$ cat src/qmc_mixer_pkg.sv
// Constants, register map and carrier types for the correction and mixer register slice.
package qmc_mixer_pkg;

    // ------------------------------------------------------------------
    // Bus and register map (word index; byte address is four times it)
    // ------------------------------------------------------------------
    localparam int          ADDR_W          = 8;
    localparam int          DATA_W          = 32;
    localparam logic [5:0]  IDX_I_GAIN      = 6'h0C;
    localparam logic [5:0]  IDX_COARSE      = 6'h0D;
    localparam logic [5:0]  IDX_RSVD_A      = 6'h0E;
    localparam logic [5:0]  IDX_DELAY       = 6'h0F;
    localparam logic [5:0]  IDX_PHASE       = 6'h10;
    localparam logic [5:0]  IDX_RSVD_B      = 6'h11;
    localparam logic [5:0]  IDX_OSC_OFS     = 6'h12;
    localparam logic [5:0]  IDX_STEP_LO     = 6'h14;
    localparam logic [5:0]  IDX_STEP_HI     = 6'h15;
    localparam logic [5:0]  IDX_ACTIVE_STAT = 6'h1C;
    localparam logic [5:0]  IDX_GROUP_LOAD  = 6'h1D;
    localparam logic [5:0]  IDX_CORR_EN     = 6'h1E;
    localparam logic [5:0]  IDX_MIX_EN      = 6'h1F;

    // ------------------------------------------------------------------
    // Reset values and field positions
    // ------------------------------------------------------------------
    localparam logic [10:0] RST_GAIN        = 11'h400;
    localparam logic [15:0] RST_RSVD_A      = 16'h0400;
    localparam logic [15:0] RST_RSVD_B      = 16'h0000;
    localparam logic [10:0] RST_DELAY_LOW   = 11'h400;
    localparam int          CMIX_FS8_BIT    = 15;
    localparam int          CMIX_FS4_BIT    = 14;
    localparam int          CMIX_FS2_BIT    = 13;
    localparam int          CMIX_NFS4_BIT   = 12;
    localparam int          DELAY_LSB       = 14;
    localparam int          PHASE_KEEP_MSB  = 13;
    localparam int          CORR_LOAD_BIT   = 0;
    localparam int          MIX_LOAD_BIT    = 1;

    // ------------------------------------------------------------------
    // Arithmetic constants
    // ------------------------------------------------------------------
    localparam logic [2:0]  ROT_FS8         = 3'h1;
    localparam logic [2:0]  ROT_FS4         = 3'h2;
    localparam logic [2:0]  ROT_FS2         = 3'h4;
    localparam logic [2:0]  ROT_NFS4        = 3'h6;
    localparam logic [2:0]  ROT_QUARTER     = 3'h2;
    localparam int          GAIN_FRAC       = 10;
    localparam int          PHASE_FRAC      = 12;
    localparam int          TRIG_FRAC       = 14;
    localparam logic signed [17:0] TRIG_ONE  = 18'sh04000;
    localparam logic signed [17:0] TRIG_ROOT = 18'sh02D41;
    localparam logic signed [35:0] SAT_MAX   = 36'sh000007FFF;
    localparam logic signed [35:0] SAT_MIN   = -36'sh000008000;

    typedef struct packed {
        logic signed [15:0] a;
        logic signed [15:0] b;
    } sample_pair_type;

    typedef struct packed {
        logic [10:0] i_gain;
        logic [10:0] q_gain;
        logic [11:0] phase;
    } correction_set_type;

    typedef struct packed {
        logic [31:0] step;
        logic [15:0] offset;
    } mixer_set_type;

endpackage

$ cat src/qmc_mixer_shadow_regs.sv
// APB register slice with shadow group loads feeding the correction and mixer datapath.
`timescale 1ns/1ps
module qmc_mixer_shadow_regs (
    input  wire logic                           pclk,
    input  wire logic                           presetn,
    input  wire logic                           psel,
    input  wire logic                           penable,
    input  wire logic                           pwrite,
    input  wire logic [7:0]                     paddr,
    input  wire logic [31:0]                    pwdata,
    output logic      [31:0]                    prdata,
    output logic                                pready,
    output logic                                pslverr,
    input  wire qmc_mixer_pkg::sample_pair_type sample_in,
    output qmc_mixer_pkg::sample_pair_type      sample_out,
    output logic      [15:0]                    osc_table_addr
);

    // ------------------------------------------------------------------
    // Helper functions
    // ------------------------------------------------------------------
    function automatic logic signed [15:0] sat16(input logic signed [35:0] v);
        if (v > qmc_mixer_pkg::SAT_MAX) begin
            sat16 = 16'sh7FFF;
        end else if (v < qmc_mixer_pkg::SAT_MIN) begin
            sat16 = -16'sh8000;
        end else begin
            sat16 = v[15:0];
        end
    endfunction

    function automatic logic signed [17:0] cos_q14(input logic [2:0] idx);
        case (idx)
            3'h0:    cos_q14 = qmc_mixer_pkg::TRIG_ONE;
            3'h1:    cos_q14 = qmc_mixer_pkg::TRIG_ROOT;
            3'h2:    cos_q14 = 18'sh00000;
            3'h3:    cos_q14 = -qmc_mixer_pkg::TRIG_ROOT;
            3'h4:    cos_q14 = -qmc_mixer_pkg::TRIG_ONE;
            3'h5:    cos_q14 = -qmc_mixer_pkg::TRIG_ROOT;
            3'h6:    cos_q14 = 18'sh00000;
            default: cos_q14 = qmc_mixer_pkg::TRIG_ROOT;
        endcase
    endfunction

    function automatic logic reg_known(input logic [5:0] idx);
        case (idx)
            qmc_mixer_pkg::IDX_I_GAIN, qmc_mixer_pkg::IDX_COARSE,
            qmc_mixer_pkg::IDX_RSVD_A, qmc_mixer_pkg::IDX_DELAY,
            qmc_mixer_pkg::IDX_PHASE, qmc_mixer_pkg::IDX_RSVD_B,
            qmc_mixer_pkg::IDX_OSC_OFS, qmc_mixer_pkg::IDX_STEP_LO,
            qmc_mixer_pkg::IDX_STEP_HI, qmc_mixer_pkg::IDX_ACTIVE_STAT,
            qmc_mixer_pkg::IDX_GROUP_LOAD, qmc_mixer_pkg::IDX_CORR_EN,
            qmc_mixer_pkg::IDX_MIX_EN: reg_known = 1'b1;
            default:                   reg_known = 1'b0;
        endcase
    endfunction

    // ------------------------------------------------------------------
    // Declarations
    // ------------------------------------------------------------------
    logic [10:0]                        i_gain_hold_reg;
    logic [10:0]                        q_gain_hold_reg;
    logic [3:0]                         cmix_mode_reg;
    logic [1:0]                         delay_reg;
    logic [13:0]                        phase_hold_reg;
    logic [15:0]                        offset_hold_reg;
    logic [15:0]                        step_lo_hold_reg;
    logic [15:0]                        step_hi_hold_reg;
    logic                               corr_sync_en_reg;
    logic                               mix_sync_en_reg;
    qmc_mixer_pkg::correction_set_type  corr_active_reg;
    qmc_mixer_pkg::mixer_set_type       mix_active_reg;
    logic [2:0]                         rot_step;
    logic [2:0]                         rot_phase_reg;
    qmc_mixer_pkg::sample_pair_type     mix_reg;
    qmc_mixer_pkg::sample_pair_type     mix_next;
    qmc_mixer_pkg::sample_pair_type     gain_reg;
    qmc_mixer_pkg::sample_pair_type     gain_next;
    qmc_mixer_pkg::sample_pair_type     corr_reg;
    qmc_mixer_pkg::sample_pair_type     corr_next;
    qmc_mixer_pkg::sample_pair_type     dly_reg [3];
    logic [31:0]                        acc_reg;
    logic [5:0]                         idx;
    logic                               setup;
    logic                               wr_fire;
    logic                               corr_load;
    logic                               mix_load;
    logic [31:0]                        rdata_next;

    assign idx     = paddr[7:2];
    assign setup   = psel && !penable;
    // Writes take effect only at the access edge and only at a mapped aligned word.
    assign wr_fire = psel && penable && pready && pwrite && !pslverr;

    // ------------------------------------------------------------------
    // APB slave: one wait-free access phase, error on unmapped words
    // ------------------------------------------------------------------
    always_comb begin
        rdata_next = 32'h0000_0000;
        case (idx)
            qmc_mixer_pkg::IDX_I_GAIN:      rdata_next[10:0] = i_gain_hold_reg;
            qmc_mixer_pkg::IDX_COARSE:      rdata_next[15:0] = {cmix_mode_reg, 1'b0,
                                                                q_gain_hold_reg};
            qmc_mixer_pkg::IDX_RSVD_A:      rdata_next[15:0] = qmc_mixer_pkg::RST_RSVD_A;
            qmc_mixer_pkg::IDX_DELAY:       rdata_next[15:0] = {delay_reg, 3'h0,
                                                                qmc_mixer_pkg::RST_DELAY_LOW};
            qmc_mixer_pkg::IDX_PHASE:       rdata_next[13:0] = phase_hold_reg;
            qmc_mixer_pkg::IDX_RSVD_B:      rdata_next[15:0] = qmc_mixer_pkg::RST_RSVD_B;
            qmc_mixer_pkg::IDX_OSC_OFS:     rdata_next[15:0] = offset_hold_reg;
            qmc_mixer_pkg::IDX_STEP_LO:     rdata_next[15:0] = step_lo_hold_reg;
            qmc_mixer_pkg::IDX_STEP_HI:     rdata_next[15:0] = step_hi_hold_reg;
            qmc_mixer_pkg::IDX_ACTIVE_STAT: rdata_next[11:0] = corr_active_reg.phase;
            qmc_mixer_pkg::IDX_CORR_EN:     rdata_next[0]    = corr_sync_en_reg;
            qmc_mixer_pkg::IDX_MIX_EN:      rdata_next[0]    = mix_sync_en_reg;
            default:                        rdata_next       = 32'h0000_0000;
        endcase
    end

    always_ff @(posedge pclk or negedge presetn) begin
        if (!presetn) begin
            pready  <= 1'b0;
            pslverr <= 1'b0;
            prdata  <= 32'h0000_0000;
        end else begin
            pready  <= setup;
            pslverr <= setup && !(reg_known(idx) && paddr[1:0] == 2'h0);
            prdata  <= (setup && !pwrite) ? rdata_next : 32'h0000_0000;
        end
    end

    // ------------------------------------------------------------------
    // Holding registers written by software
    // ------------------------------------------------------------------
    always_ff @(posedge pclk or negedge presetn) begin
        if (!presetn) begin
            i_gain_hold_reg  <= qmc_mixer_pkg::RST_GAIN;
            q_gain_hold_reg  <= qmc_mixer_pkg::RST_GAIN;
            cmix_mode_reg    <= 4'h0;
            delay_reg        <= 2'h0;
            phase_hold_reg   <= 14'h0000;
            offset_hold_reg  <= 16'h0000;
            step_lo_hold_reg <= 16'h0000;
            step_hi_hold_reg <= 16'h0000;
            corr_sync_en_reg <= 1'b0;
            mix_sync_en_reg  <= 1'b0;
        end else if (wr_fire) begin
            case (idx)
                qmc_mixer_pkg::IDX_I_GAIN:  i_gain_hold_reg  <= pwdata[10:0];
                qmc_mixer_pkg::IDX_COARSE: begin
                    cmix_mode_reg   <= pwdata[qmc_mixer_pkg::CMIX_FS8_BIT:
                                              qmc_mixer_pkg::CMIX_NFS4_BIT];
                    q_gain_hold_reg <= pwdata[10:0];
                end
                qmc_mixer_pkg::IDX_DELAY: delay_reg <= pwdata[qmc_mixer_pkg::DELAY_LSB +: 2];
                // Bits 13:12 are kept so software can set them as the part needs.
                qmc_mixer_pkg::IDX_PHASE:
                    phase_hold_reg <= pwdata[qmc_mixer_pkg::PHASE_KEEP_MSB:0];
                qmc_mixer_pkg::IDX_OSC_OFS: offset_hold_reg  <= pwdata[15:0];
                qmc_mixer_pkg::IDX_STEP_LO: step_lo_hold_reg <= pwdata[15:0];
                qmc_mixer_pkg::IDX_STEP_HI: step_hi_hold_reg <= pwdata[15:0];
                qmc_mixer_pkg::IDX_CORR_EN: corr_sync_en_reg <= pwdata[0];
                qmc_mixer_pkg::IDX_MIX_EN:  mix_sync_en_reg  <= pwdata[0];
                default: ;
            endcase
        end
    end

    // ------------------------------------------------------------------
    // Group loads into the active settings
    // ------------------------------------------------------------------
    // The triggering word itself goes straight into the active set, so the
    // whole group changes on one edge and never shows a half-old value.
    assign corr_load = wr_fire && ((idx == qmc_mixer_pkg::IDX_PHASE && corr_sync_en_reg) ||
                       (idx == qmc_mixer_pkg::IDX_GROUP_LOAD &&
                        pwdata[qmc_mixer_pkg::CORR_LOAD_BIT]));
    assign mix_load  = wr_fire && ((idx == qmc_mixer_pkg::IDX_OSC_OFS && mix_sync_en_reg) ||
                       (idx == qmc_mixer_pkg::IDX_GROUP_LOAD &&
                        pwdata[qmc_mixer_pkg::MIX_LOAD_BIT]));

    always_ff @(posedge pclk or negedge presetn) begin
        if (!presetn) begin
            corr_active_reg <= '{i_gain: qmc_mixer_pkg::RST_GAIN,
                                 q_gain: qmc_mixer_pkg::RST_GAIN, phase: 12'h000};
        end else if (corr_load) begin
            corr_active_reg.i_gain <= i_gain_hold_reg;
            corr_active_reg.q_gain <= q_gain_hold_reg;
            corr_active_reg.phase  <= (idx == qmc_mixer_pkg::IDX_PHASE) ? pwdata[11:0]
                                                                       : phase_hold_reg[11:0];
        end
    end

    always_ff @(posedge pclk or negedge presetn) begin
        if (!presetn) begin
            mix_active_reg <= '{step: 32'h0000_0000, offset: 16'h0000};
        end else if (mix_load) begin
            mix_active_reg.step   <= {step_hi_hold_reg, step_lo_hold_reg};
            mix_active_reg.offset <= (idx == qmc_mixer_pkg::IDX_OSC_OFS) ? pwdata[15:0]
                                                                        : offset_hold_reg;
        end
    end

    // ------------------------------------------------------------------
    // Coarse mixer: rotation by multiples of pi/4 per sample
    // ------------------------------------------------------------------
    always_comb begin
        rot_step = 3'h0;
        if (cmix_mode_reg[3]) rot_step = rot_step + qmc_mixer_pkg::ROT_FS8;
        if (cmix_mode_reg[2]) rot_step = rot_step + qmc_mixer_pkg::ROT_FS4;
        if (cmix_mode_reg[1]) rot_step = rot_step + qmc_mixer_pkg::ROT_FS2;
        if (cmix_mode_reg[0]) rot_step = rot_step + qmc_mixer_pkg::ROT_NFS4;
    end

    always_ff @(posedge pclk or negedge presetn) begin
        if (!presetn) begin
            rot_phase_reg <= 3'h0;
        end else begin
            // A zero shift also rewinds the phase so no stale rotation is left.
            rot_phase_reg <= (rot_step == 3'h0) ? 3'h0 : rot_phase_reg + rot_step;
        end
    end

    always_comb begin
        logic signed [17:0] c;
        logic signed [17:0] s;
        logic signed [35:0] re;
        logic signed [35:0] im;
        c  = cos_q14(rot_phase_reg);
        s  = cos_q14(rot_phase_reg - qmc_mixer_pkg::ROT_QUARTER);
        re = 36'($signed(sample_in.a)) * 36'(c) - 36'($signed(sample_in.b)) * 36'(s);
        im = 36'($signed(sample_in.a)) * 36'(s) + 36'($signed(sample_in.b)) * 36'(c);
        mix_next.a = sat16(re >>> qmc_mixer_pkg::TRIG_FRAC);
        mix_next.b = sat16(im >>> qmc_mixer_pkg::TRIG_FRAC);
    end

    // ------------------------------------------------------------------
    // Gain and phase correction
    // ------------------------------------------------------------------
    always_comb begin
        logic signed [35:0] pa;
        logic signed [35:0] pb;
        pa = 36'($signed(mix_reg.a)) * 36'($signed({1'b0, corr_active_reg.i_gain}));
        pb = 36'($signed(mix_reg.b)) * 36'($signed({1'b0, corr_active_reg.q_gain}));
        gain_next.a = sat16(pa >>> qmc_mixer_pkg::GAIN_FRAC);
        gain_next.b = sat16(pb >>> qmc_mixer_pkg::GAIN_FRAC);
    end

    always_comb begin
        logic signed [35:0] prod;
        prod = 36'($signed(gain_reg.b)) * 36'($signed(corr_active_reg.phase));
        corr_next.a = sat16(36'(gain_reg.a) + (prod >>> qmc_mixer_pkg::PHASE_FRAC));
        corr_next.b = gain_reg.b;
    end

    always_ff @(posedge pclk or negedge presetn) begin
        if (!presetn) begin
            mix_reg  <= '0;
            gain_reg <= '0;
            corr_reg <= '0;
        end else begin
            mix_reg  <= mix_next;
            gain_reg <= gain_next;
            corr_reg <= corr_next;
        end
    end

    // ------------------------------------------------------------------
    // Output delay line
    // ------------------------------------------------------------------
    always_ff @(posedge pclk or negedge presetn) begin
        if (!presetn) begin
            dly_reg[0] <= '0;
            dly_reg[1] <= '0;
            dly_reg[2] <= '0;
            sample_out <= '0;
        end else begin
            dly_reg[0] <= corr_reg;
            dly_reg[1] <= dly_reg[0];
            dly_reg[2] <= dly_reg[1];
            sample_out <= (delay_reg == 2'h0) ? corr_reg : dly_reg[delay_reg - 2'h1];
        end
    end

    // ------------------------------------------------------------------
    // Fine mixer phase accumulator and table address
    // ------------------------------------------------------------------
    always_ff @(posedge pclk or negedge presetn) begin
        if (!presetn) begin
            acc_reg        <= 32'h0000_0000;
            osc_table_addr <= 16'h0000;
        end else begin
            acc_reg        <= acc_reg + mix_active_reg.step;
            osc_table_addr <= acc_reg[31:16] + mix_active_reg.offset;
        end
    end

    // ------------------------------------------------------------------
    // Assertions
    // ------------------------------------------------------------------
    coarse_bypass_a: assert property (@(posedge pclk) disable iff (!presetn)
        $past(presetn) && $past(rot_phase_reg) == 3'h0 |-> mix_reg == $past(sample_in))
        else $error("Coarse mixer altered samples with no rotation.");

    rot_advance_a: assert property (@(posedge pclk) disable iff (!presetn)
        $past(cmix_mode_reg) == 4'h5
        |-> rot_phase_reg == 3'h0)
        else $error("Fs/4 with -Fs/4 must net to no shift.");

    q_gain_path_a: assert property (@(posedge pclk) disable iff (!presetn)
        1'b1 |=> gain_reg.b == sat16(36'($signed($past(mix_reg.b))) *
                 $signed(36'($past(corr_active_reg.q_gain))) >>> qmc_mixer_pkg::GAIN_FRAC))
        else $error("Q gain product wrong.");

    delay_three_a: assert property (@(posedge pclk) disable iff (!presetn)
        $past(delay_reg) == 2'h3
        |-> sample_out == $past(corr_reg, 4))
        else $error("Output delay of three cycles not honoured.");

    phase_sum_a: assert property (@(posedge pclk) disable iff (!presetn)
        1'b1 |=> corr_reg.a == sat16(36'($past(gain_reg.a)) + (36'($signed($past(gain_reg.b))) *
                 36'($signed($past(corr_active_reg.phase))) >>> qmc_mixer_pkg::PHASE_FRAC)))
        else $error("Phase correction sum wrong.");

    corr_load_a: assert property (@(posedge pclk) disable iff (!presetn)
        wr_fire && idx == qmc_mixer_pkg::IDX_PHASE && corr_sync_en_reg
        |=> corr_active_reg == {$past(i_gain_hold_reg), $past(q_gain_hold_reg),
                                $past(pwdata[11:0])})
        else $error("Correction group did not load on phase write.");

    gain_hold_a: assert property (@(posedge pclk) disable iff (!presetn)
        wr_fire && (idx == qmc_mixer_pkg::IDX_I_GAIN || idx == qmc_mixer_pkg::IDX_COARSE)
        |=> $stable(corr_active_reg))
        else $error("Gain write changed active correction.");

    table_addr_a: assert property (@(posedge pclk) disable iff (!presetn)
        1'b1 |=> osc_table_addr == 16'($past(acc_reg[31:16]) + $past(mix_active_reg.offset)))
        else $error("Table address is not accumulator plus offset.");

    mix_load_a: assert property (@(posedge pclk) disable iff (!presetn)
        wr_fire && idx == qmc_mixer_pkg::IDX_OSC_OFS && mix_sync_en_reg
        |=> mix_active_reg == {$past(step_hi_hold_reg), $past(step_lo_hold_reg),
                               $past(pwdata[15:0])})
        else $error("Mixer group did not load on offset write.");

    step_hold_a: assert property (@(posedge pclk) disable iff (!presetn)
        wr_fire && (idx == qmc_mixer_pkg::IDX_STEP_LO || idx == qmc_mixer_pkg::IDX_STEP_HI)
        |=> $stable(mix_active_reg))
        else $error("Step word write changed active mixer.");

endmodule

$ cat config.mk
export PLATFORM = sky130hd
export DESIGN_NAME = qmc_mixer_shadow_regs
export DESIGN_NICKNAME = d
export VERILOG_FILES = /design/src/qmc_mixer_pkg.sv /design/src/qmc_mixer_shadow_regs.sv
export SDC_FILE = /design/constraint.sdc
export NUM_CORES = 2
export LEC_CHECK = 0
export BUFFER_PORTS_ARGS = -buffer_cell sky130_fd_sc_hd__buf_2
export CAP_MARGIN = 40
export CORE_MARGIN = 10
export CORE_UTILIZATION = 55
export DETAILED_ROUTE_END_ITERATION = 7
export GPL_TIMING_DRIVEN = 1
export PLACE_DENSITY = 0.82
export REMOVE_ABC_BUFFERS = 1
export SETUP_SLACK_MARGIN = 0.5
export SYNTH_ARGS = -nofsm -noshare
export SYNTH_HDL_FRONTEND = slang
export SYNTH_SLANG_ARGS = --single-unit
$ cat constraint.sdc
create_clock -name pclk -period 13.78 [get_ports pclk]
set_input_delay 0.689 -clock pclk [delete_from_list [all_inputs] [get_ports pclk]]
set_output_delay 0.689 -clock pclk [all_outputs]
set_load 0.005 [all_outputs]
; ---- After elaboration in Yosys (flattened, before gate mapping)
; Memory sizes are Yosys's and may differ from the RTL's.
; Cells that the tools add are included.
; Widths: inputs -> output; s select.
[totals]
reg_bits = 467
wordCells = 156
rom_bits = 32
output_inout_bits = 82
memories = 1
inputBits = 77
[op_classes]
mux = 30
reduce_logical = 38
add_sub_neg = 11
eq_ne = 22
magnitude_cmp = 11
multipliers = 7
n_bitwise = 1
[mem_list]
columns = memory, depth, word_bits, rd, rd_ports_with_merged_regs, wr, line_no
row1 = (name not given), 32, 1, 1, 0, 0, qmc_mixer_shadow_regs.sv:46  ; case (idx)
[ops]
columns = op, n
row1 = $mux 16, 12
row2 = $pmux 18 s4, 2
row3 = $mul 16x18->34, 4
row4 = $mux 32, 3
row5 = $mul 16x12->28, 3
row6 = $pmux 10 s8, 1
row7 = $bmux 32 s2, 1
row8 = $eq 6x5->1 const B, 8
row9 = $gt 21x16->1 const B, 2
row10 = $lt 21x16->1 const B, 2
row11 = $gt 18x16->1 const B, 2
row12 = $lt 18x16->1 const B, 2
row13 = $add 34x34->35, 1
row14 = $sub 34x34->35, 1
row15 = $add 32x32->32, 1
row16 = $eq 6x4->1 const B, 4
row17 = $pmux 2 s5, 2
row18 = $eq 3x3->1 const B, 6
row19 = $add 16x16->17, 1
row20 = $gt 17x16->1 const B, 1
row21 = $lt 17x16->1 const B, 1
row22 = $add 16x16->16, 1
row23 = $reduce_and 2->1, 8
row24 = $logic_and 1x1->1, 14
row25 = 18 further kinds, 37

; ---- Logic depth before layout (Yosys ltp)
[logic_depth]
ltp_word = 9
ltp_mapped = 35
mapped_depth_nobuf = 32

; ---- Worst setup path before layout
; No wires, ideal clock.
[synth_path]
path_type = reg2reg
start = register rot_phase_reg[2]
end = register mix_reg[21] in the netlist's numbering
path_stages_with_launch = 33
t_required_ns = 13.716
n_path_buf = 3
slack_ns = 4.790
t_arrival_ns = 8.926
setup_ns = 0.064
period_less_slack_ns = 8.990
path_cell_list = dfrtp_1 clkbuf_1 nor2_1 mux2_2 clkbuf_1 and2_1 fa_1 inv_1 fa_1 inv_1 fa_1 inv_1 fa_1 inv_1 fa_1 fa_1 fa_1 inv_1 fa_1 inv_1 ha_1 a21o_1 a21oi_1 nor2b_1 a311oi_2 a21bo_4 a221o_4 a21o_1 a21oi_2 xor2_2 o41ai_4 buf_6 a21o_1
[synth_lines]
columns = element, line_no
row1 = from (decl), qmc_mixer_shadow_regs.sv:74  ; logic [2:0] rot_phase_reg;
row2 = from (signal assigned), qmc_mixer_shadow_regs.sv:218  ; rot_phase_reg <= (rot_step == 3'h0) ? 3'h0 : rot_phase_reg + rot_step;
row3 = to (signal assigned), qmc_mixer_shadow_regs.sv:260  ; mix_reg <= mix_next;
row4 = to (decl), qmc_mixer_shadow_regs.sv:75  ; qmc_mixer_pkg::sample_pair_type mix_reg;

==> results <==
- In the final routed layout, each cell accounts on average for between 15 and 20 um.
- Of the total synthesized cell area, the portion taken by XOR and XNOR cells is 0.02237.
- The final worst-path cycle share is 0.7588.
- The die area is 145100 sq um.
- For this run, global-route usage on met2 was measured as 0.4064.
- The met3 layer usage reported by global route is 0.03970.
- The final clock skew is between 0.03 and 0.04 ns.
- The register with the most flip-flops in the layout has 96 of them.
- In the final timing run, aggregate negative setup slack is 0 ns.
- The share of synthesized area occupied by flip-flops and latches is 0.1632.
- In this run, distinct cell masters in the synthesized netlist total 83.
- The H-tree was split into 2 levels.
- Each instance of the synthesized netlist takes up on average between 10 and 15 sq um.
- The largest individual stage delay along the critical path comes from the cell sky130_fd_sc_hd__dfrtp_1.
- The chip height is approximately 380 um.
- In this run the remaining antenna-violating nets after routing total 0.
- The residual DRC count is 0.
- In this run, synthesis inferred 0 flip-flops with an integrated enable.
- Compared with the post-synthesis result, the final layout area differs by 5.805%.
- At the end of the flow the core is filled with cells to 0.5855.
- The most common cell after layout, fill and taps aside is sky130_fd_sc_hd__inv_1.
- The number of detailed-routing iterations run before antenna repair is 8.
- In the global route stage, overall resource usage came out at 0.2380.
- Clock tree synthesis found a total of approximately 470 sinks.
- In this run the worst setup path begins at rot_phase_reg[2]$_DFF_PN0_.
- The initial DRC count is roughly 3.5k.
- The count of final setup violators is 0.
- The count of non-filler cells in the finished layout is 8715.
- The pin count of the biggest net entering global routing is around 110.
- The number of placed instances, taps included is between 8k and 9k.
- Clock-pin slew was measured on the worst setup and hold paths at around 0.060 ns.
- The number of violations of the max-capacitance limit is 0.
- The number of placement rows is between 100 and 150.
- The weighted congestion reported at the end of routability-driven placement is about 0.98.
- For this run, asynchronously set or reset flops after synthesis account for 1.000.
- The final layout contains 9112 nets.
- The critical path arrival is about 11 ns.
- Across the VDD grid, the largest voltage drop is between 0.0001 and 0.00015 V.
- The worst setup path is launched from a flop.
- The largest single stage delay on the critical path is roughly 0.86 ns.
- The critical path data required time is 14.32 ns.
- The most numerous cell type found on the critical path is sky130_fd_sc_hd__fa_1.
- Clock tree synthesis inserted a total of 50 buffers.
- The compound-cell area share of the yosys netlist is 0.05282.
- The number of warning messages in the yosys log is 0.
- At the pin with the least slew margin, the transition time is 0.8871 ns.
- The number of vias per cell is between 5 and 6.
- Counting I/O delays and the setup requirement, the final critical path takes between 10 and 15 ns.
- The category of the critical setup timing path is reg2reg.
- Counting along the longest clock path gives a buffer depth of 3.
- The root buffer cell chosen for the clock tree is sky130_fd_sc_hd__clkbuf_16.
- The via total after detailed routing is about 47k.
- Of the cells placed in the final design, the portion with a size suffix greater than 1 is 0.06491.
- The placed wire-length estimate is 140800 um.
- The number of synthesized register bits is 467.
- The number of global-route vias before repair is 53.31k.
- The maximum achievable frequency is around 96 MHz.
- The number of hold buffers added after CTS was 0.
- The number of buffers inserted by post-CTS setup repair is 0.
- The total area inside the core boundary comes to roughly 130000 sq um.
- Of the total synthesized cell area, the portion taken by full adders, half adders and majority gates is 0.5345.
- The mux share of post-synthesis cell area is 0.03175.
- For this run, the leading register cell type out of synthesis is sky130_fd_sc_hd__dfrtp_1.
- After global routing the overflow that remains totals 0.
- The launching point of the worst reg2reg path is rot_phase_reg[2]$_DFF_PN0_.
- The reported leakage power is about 40 nW.
- The first-pass GRT wire length is 279100 um.
- For this configuration, the core starts out at a cell density of 0.5533.
- The number of ports placed on the die boundary is ~160.
- By area, the combinational part of the netlist is dominated by adder cells.
- After technology mapping, the gate count stands at ~7k.
- The post-synthesis simple-gate area fraction is 0.08434.
- In this run the tightest slew margin relative to its limit is 0.4060.
- The floorplan step set the die width to between 300 and 400 um.
- The total routed wirelength is about 170000 um.
- The clock reaches the later pin of the worst-skew pair after 0.63 ns.
- The most congested layer reported by global routing is met2.
- In this run the power density over the cells is approximately 65 nW/um^2.
- The path class of the tightest hold or removal check is in2async.
- The count of endpoints failing hold in the final timing report came to 0.
- For met1 alone, demand over resource in global routing was 0.3019.
- The worst setup path is captured at a flop.
- The final number of max-transition violations is 0.
- In the layout the commonest cells are sky130_fd_sc_hd__inv_1 (1878), sky130_fd_sc_hd__fa_1 (1583), sky130_fd_sc_hd__nand2_1 (574).
- The area of the mapped netlist is just over 70000 sq um.
- The initial antenna violation count was 12.
- The maximum fanout encountered on the critical timing path is 32.
- Setup repair after global routing left no endpoint under its margin.
- The flow ran to the end, and the final reports show no timing, DRC or antenna violations.
- The clock tree from TritonCTS is built.
- The port buffer count is roughly 130.
- The count of instances resized after the clock tree is built is 0.
final timing paths:
path | to | cells after the start | slack [ns]
min | prdata[14]$_DFF_PN0_ | 1 | 0.14
max | mix_reg[28]$_DFF_PN0_ | 30 | 3.32
max in group asynchronous | rot_phase_reg[0]$_DFF_PN0_ | 6 | 11.19
min reg2reg | dly_reg[16]$_DFF_PN0_ | 0 | 0.36
max reg2reg | mix_reg[28]$_DFF_PN0_ | 30 | 3.32
min in group pclk | pready$_DFF_PN0_ | 2 | 0.29
synth_stat cells, drive strengths merged, types with 4 or more instances:
| library cell | count | area (sq um) |
|---|---|---|
| and4 | 7 | 61.31 |
| a21boi | 6 | 45.04 |
| clkbuf | 183 | 686.9 |
| a21o | 96 | 721.9 |
| a2111oi | 6 | 58.80 |
| buf | 33 | 205.2 |
| nor3b | 4 | 30.03 |
| mux2i | 63 | 630.6 |
| nand2 | 574 | 2155 |
| nand4b | 4 | 35.03 |
| and2 | 299 | 1871 |
| nor3 | 33 | 165.2 |
| a222oi | 13 | 130.1 |
| a211o | 9 | 78.83 |
| a31o | 14 | 122.6 |
| a21oi | 169 | 853.3 |
| mux2 | 146 | 1644 |
| a211oi | 4 | 30.03 |
| nand4 | 14 | 87.58 |
| nor2 | 190 | 713.2 |
| o21a | 34 | 255.2 |
| a31oi | 22 | 137.6 |
| o21ai | 105 | 525.5 |
| a22oi | 28 | 210.2 |
| and3 | 28 | 176.4 |
| nor2b | 31 | 193.9 |
| dfstp | 4 | 105.1 |
| a311oi | 5 | 56.31 |
| o41ai | 5 | 70.08 |
| xnor2 | 123 | 1096 |
| inv | 1878 | 7049 |
| xor2 | 57 | 506.7 |
| o211ai | 8 | 60.06 |
| o21bai | 11 | 86.33 |
| or3 | 11 | 70.07 |
| o2111ai | 5 | 43.79 |
| ha | 528 | 6606 |
| a41oi | 4 | 42.55 |
| fa | 1583 | 31690 |
| o31ai | 6 | 45.04 |
| nand2b | 37 | 231.5 |
| dfrtp | 463 | 11590 |
| or2 | 9 | 56.30 |
| nand3 | 22 | 120.1 |
metal layers:
metal	share of wire	vias up
met2	0.49	1781
met1	0.39	24420
met3	0.074	459
li1	-	20540
met4	0.045	8
met5	0.00027	-
critical path, delay by kind of cell (launching register included):
kind                       cells  cell delay (ns)
AOI/OAI and AO/OA              9             2.62
xor gates and xnor gates       1             0.12
DFF                            1             0.86
muxes                          1             0.58
adders and majority gates      9             4.84
and+or+nand+nor                3             0.49
buffers and inverters          7             0.84
layout make-up:
cell class,instances,area (sq um)
fill,10150,53680
antenna,9,22.52
tap,1742,2180
timing repair buffer,163,1044
sequential,467,11690
inverter,1880,7057
multi-input combinational,4362,52130
clock inverter,22,261.5
clock buffer,70,1426
report_power, final:
part	internal [mW]	switching (mW)	leakage [nW]
Sequential	1.46	0.184	6.38
Clock	0.788	0.595	0.816
Combinational	0.836	1.09	32.6
Total	3.09	1.87	39.8
cell families (layout without fill, tap and decap cells):
family | count (synthesis) | in the layout
AOI/OAI and AO/OA | 571 | 571
DFF | 467 | 467
adders and majority gates | 2111 | 2111
other | 2 | 27
xor gates and xnor gates | 180 | 180
buffers and inverters | 2096 | 2135
muxes | 209 | 209
and+or+nand+nor | 1273 | 1273
stage by stage:
stage          setup WS (ns)  hold slack, ns  instance area, sq um  power, mW
5_1_grt                2.883          0.2096                 75800      5.280
4_1_cts                3.338          0.1752                 75760      4.972
2_1_floorplan          3.536          0.3534                 70820      3.033
3_5_place_dp           3.372          0.3585                 74070      3.577
6_report               3.324          0.1438                 75810      4.951
3_3_place_gp           3.501          0.3571                 73890      3.493
Power figures use the tool's default switching activity.
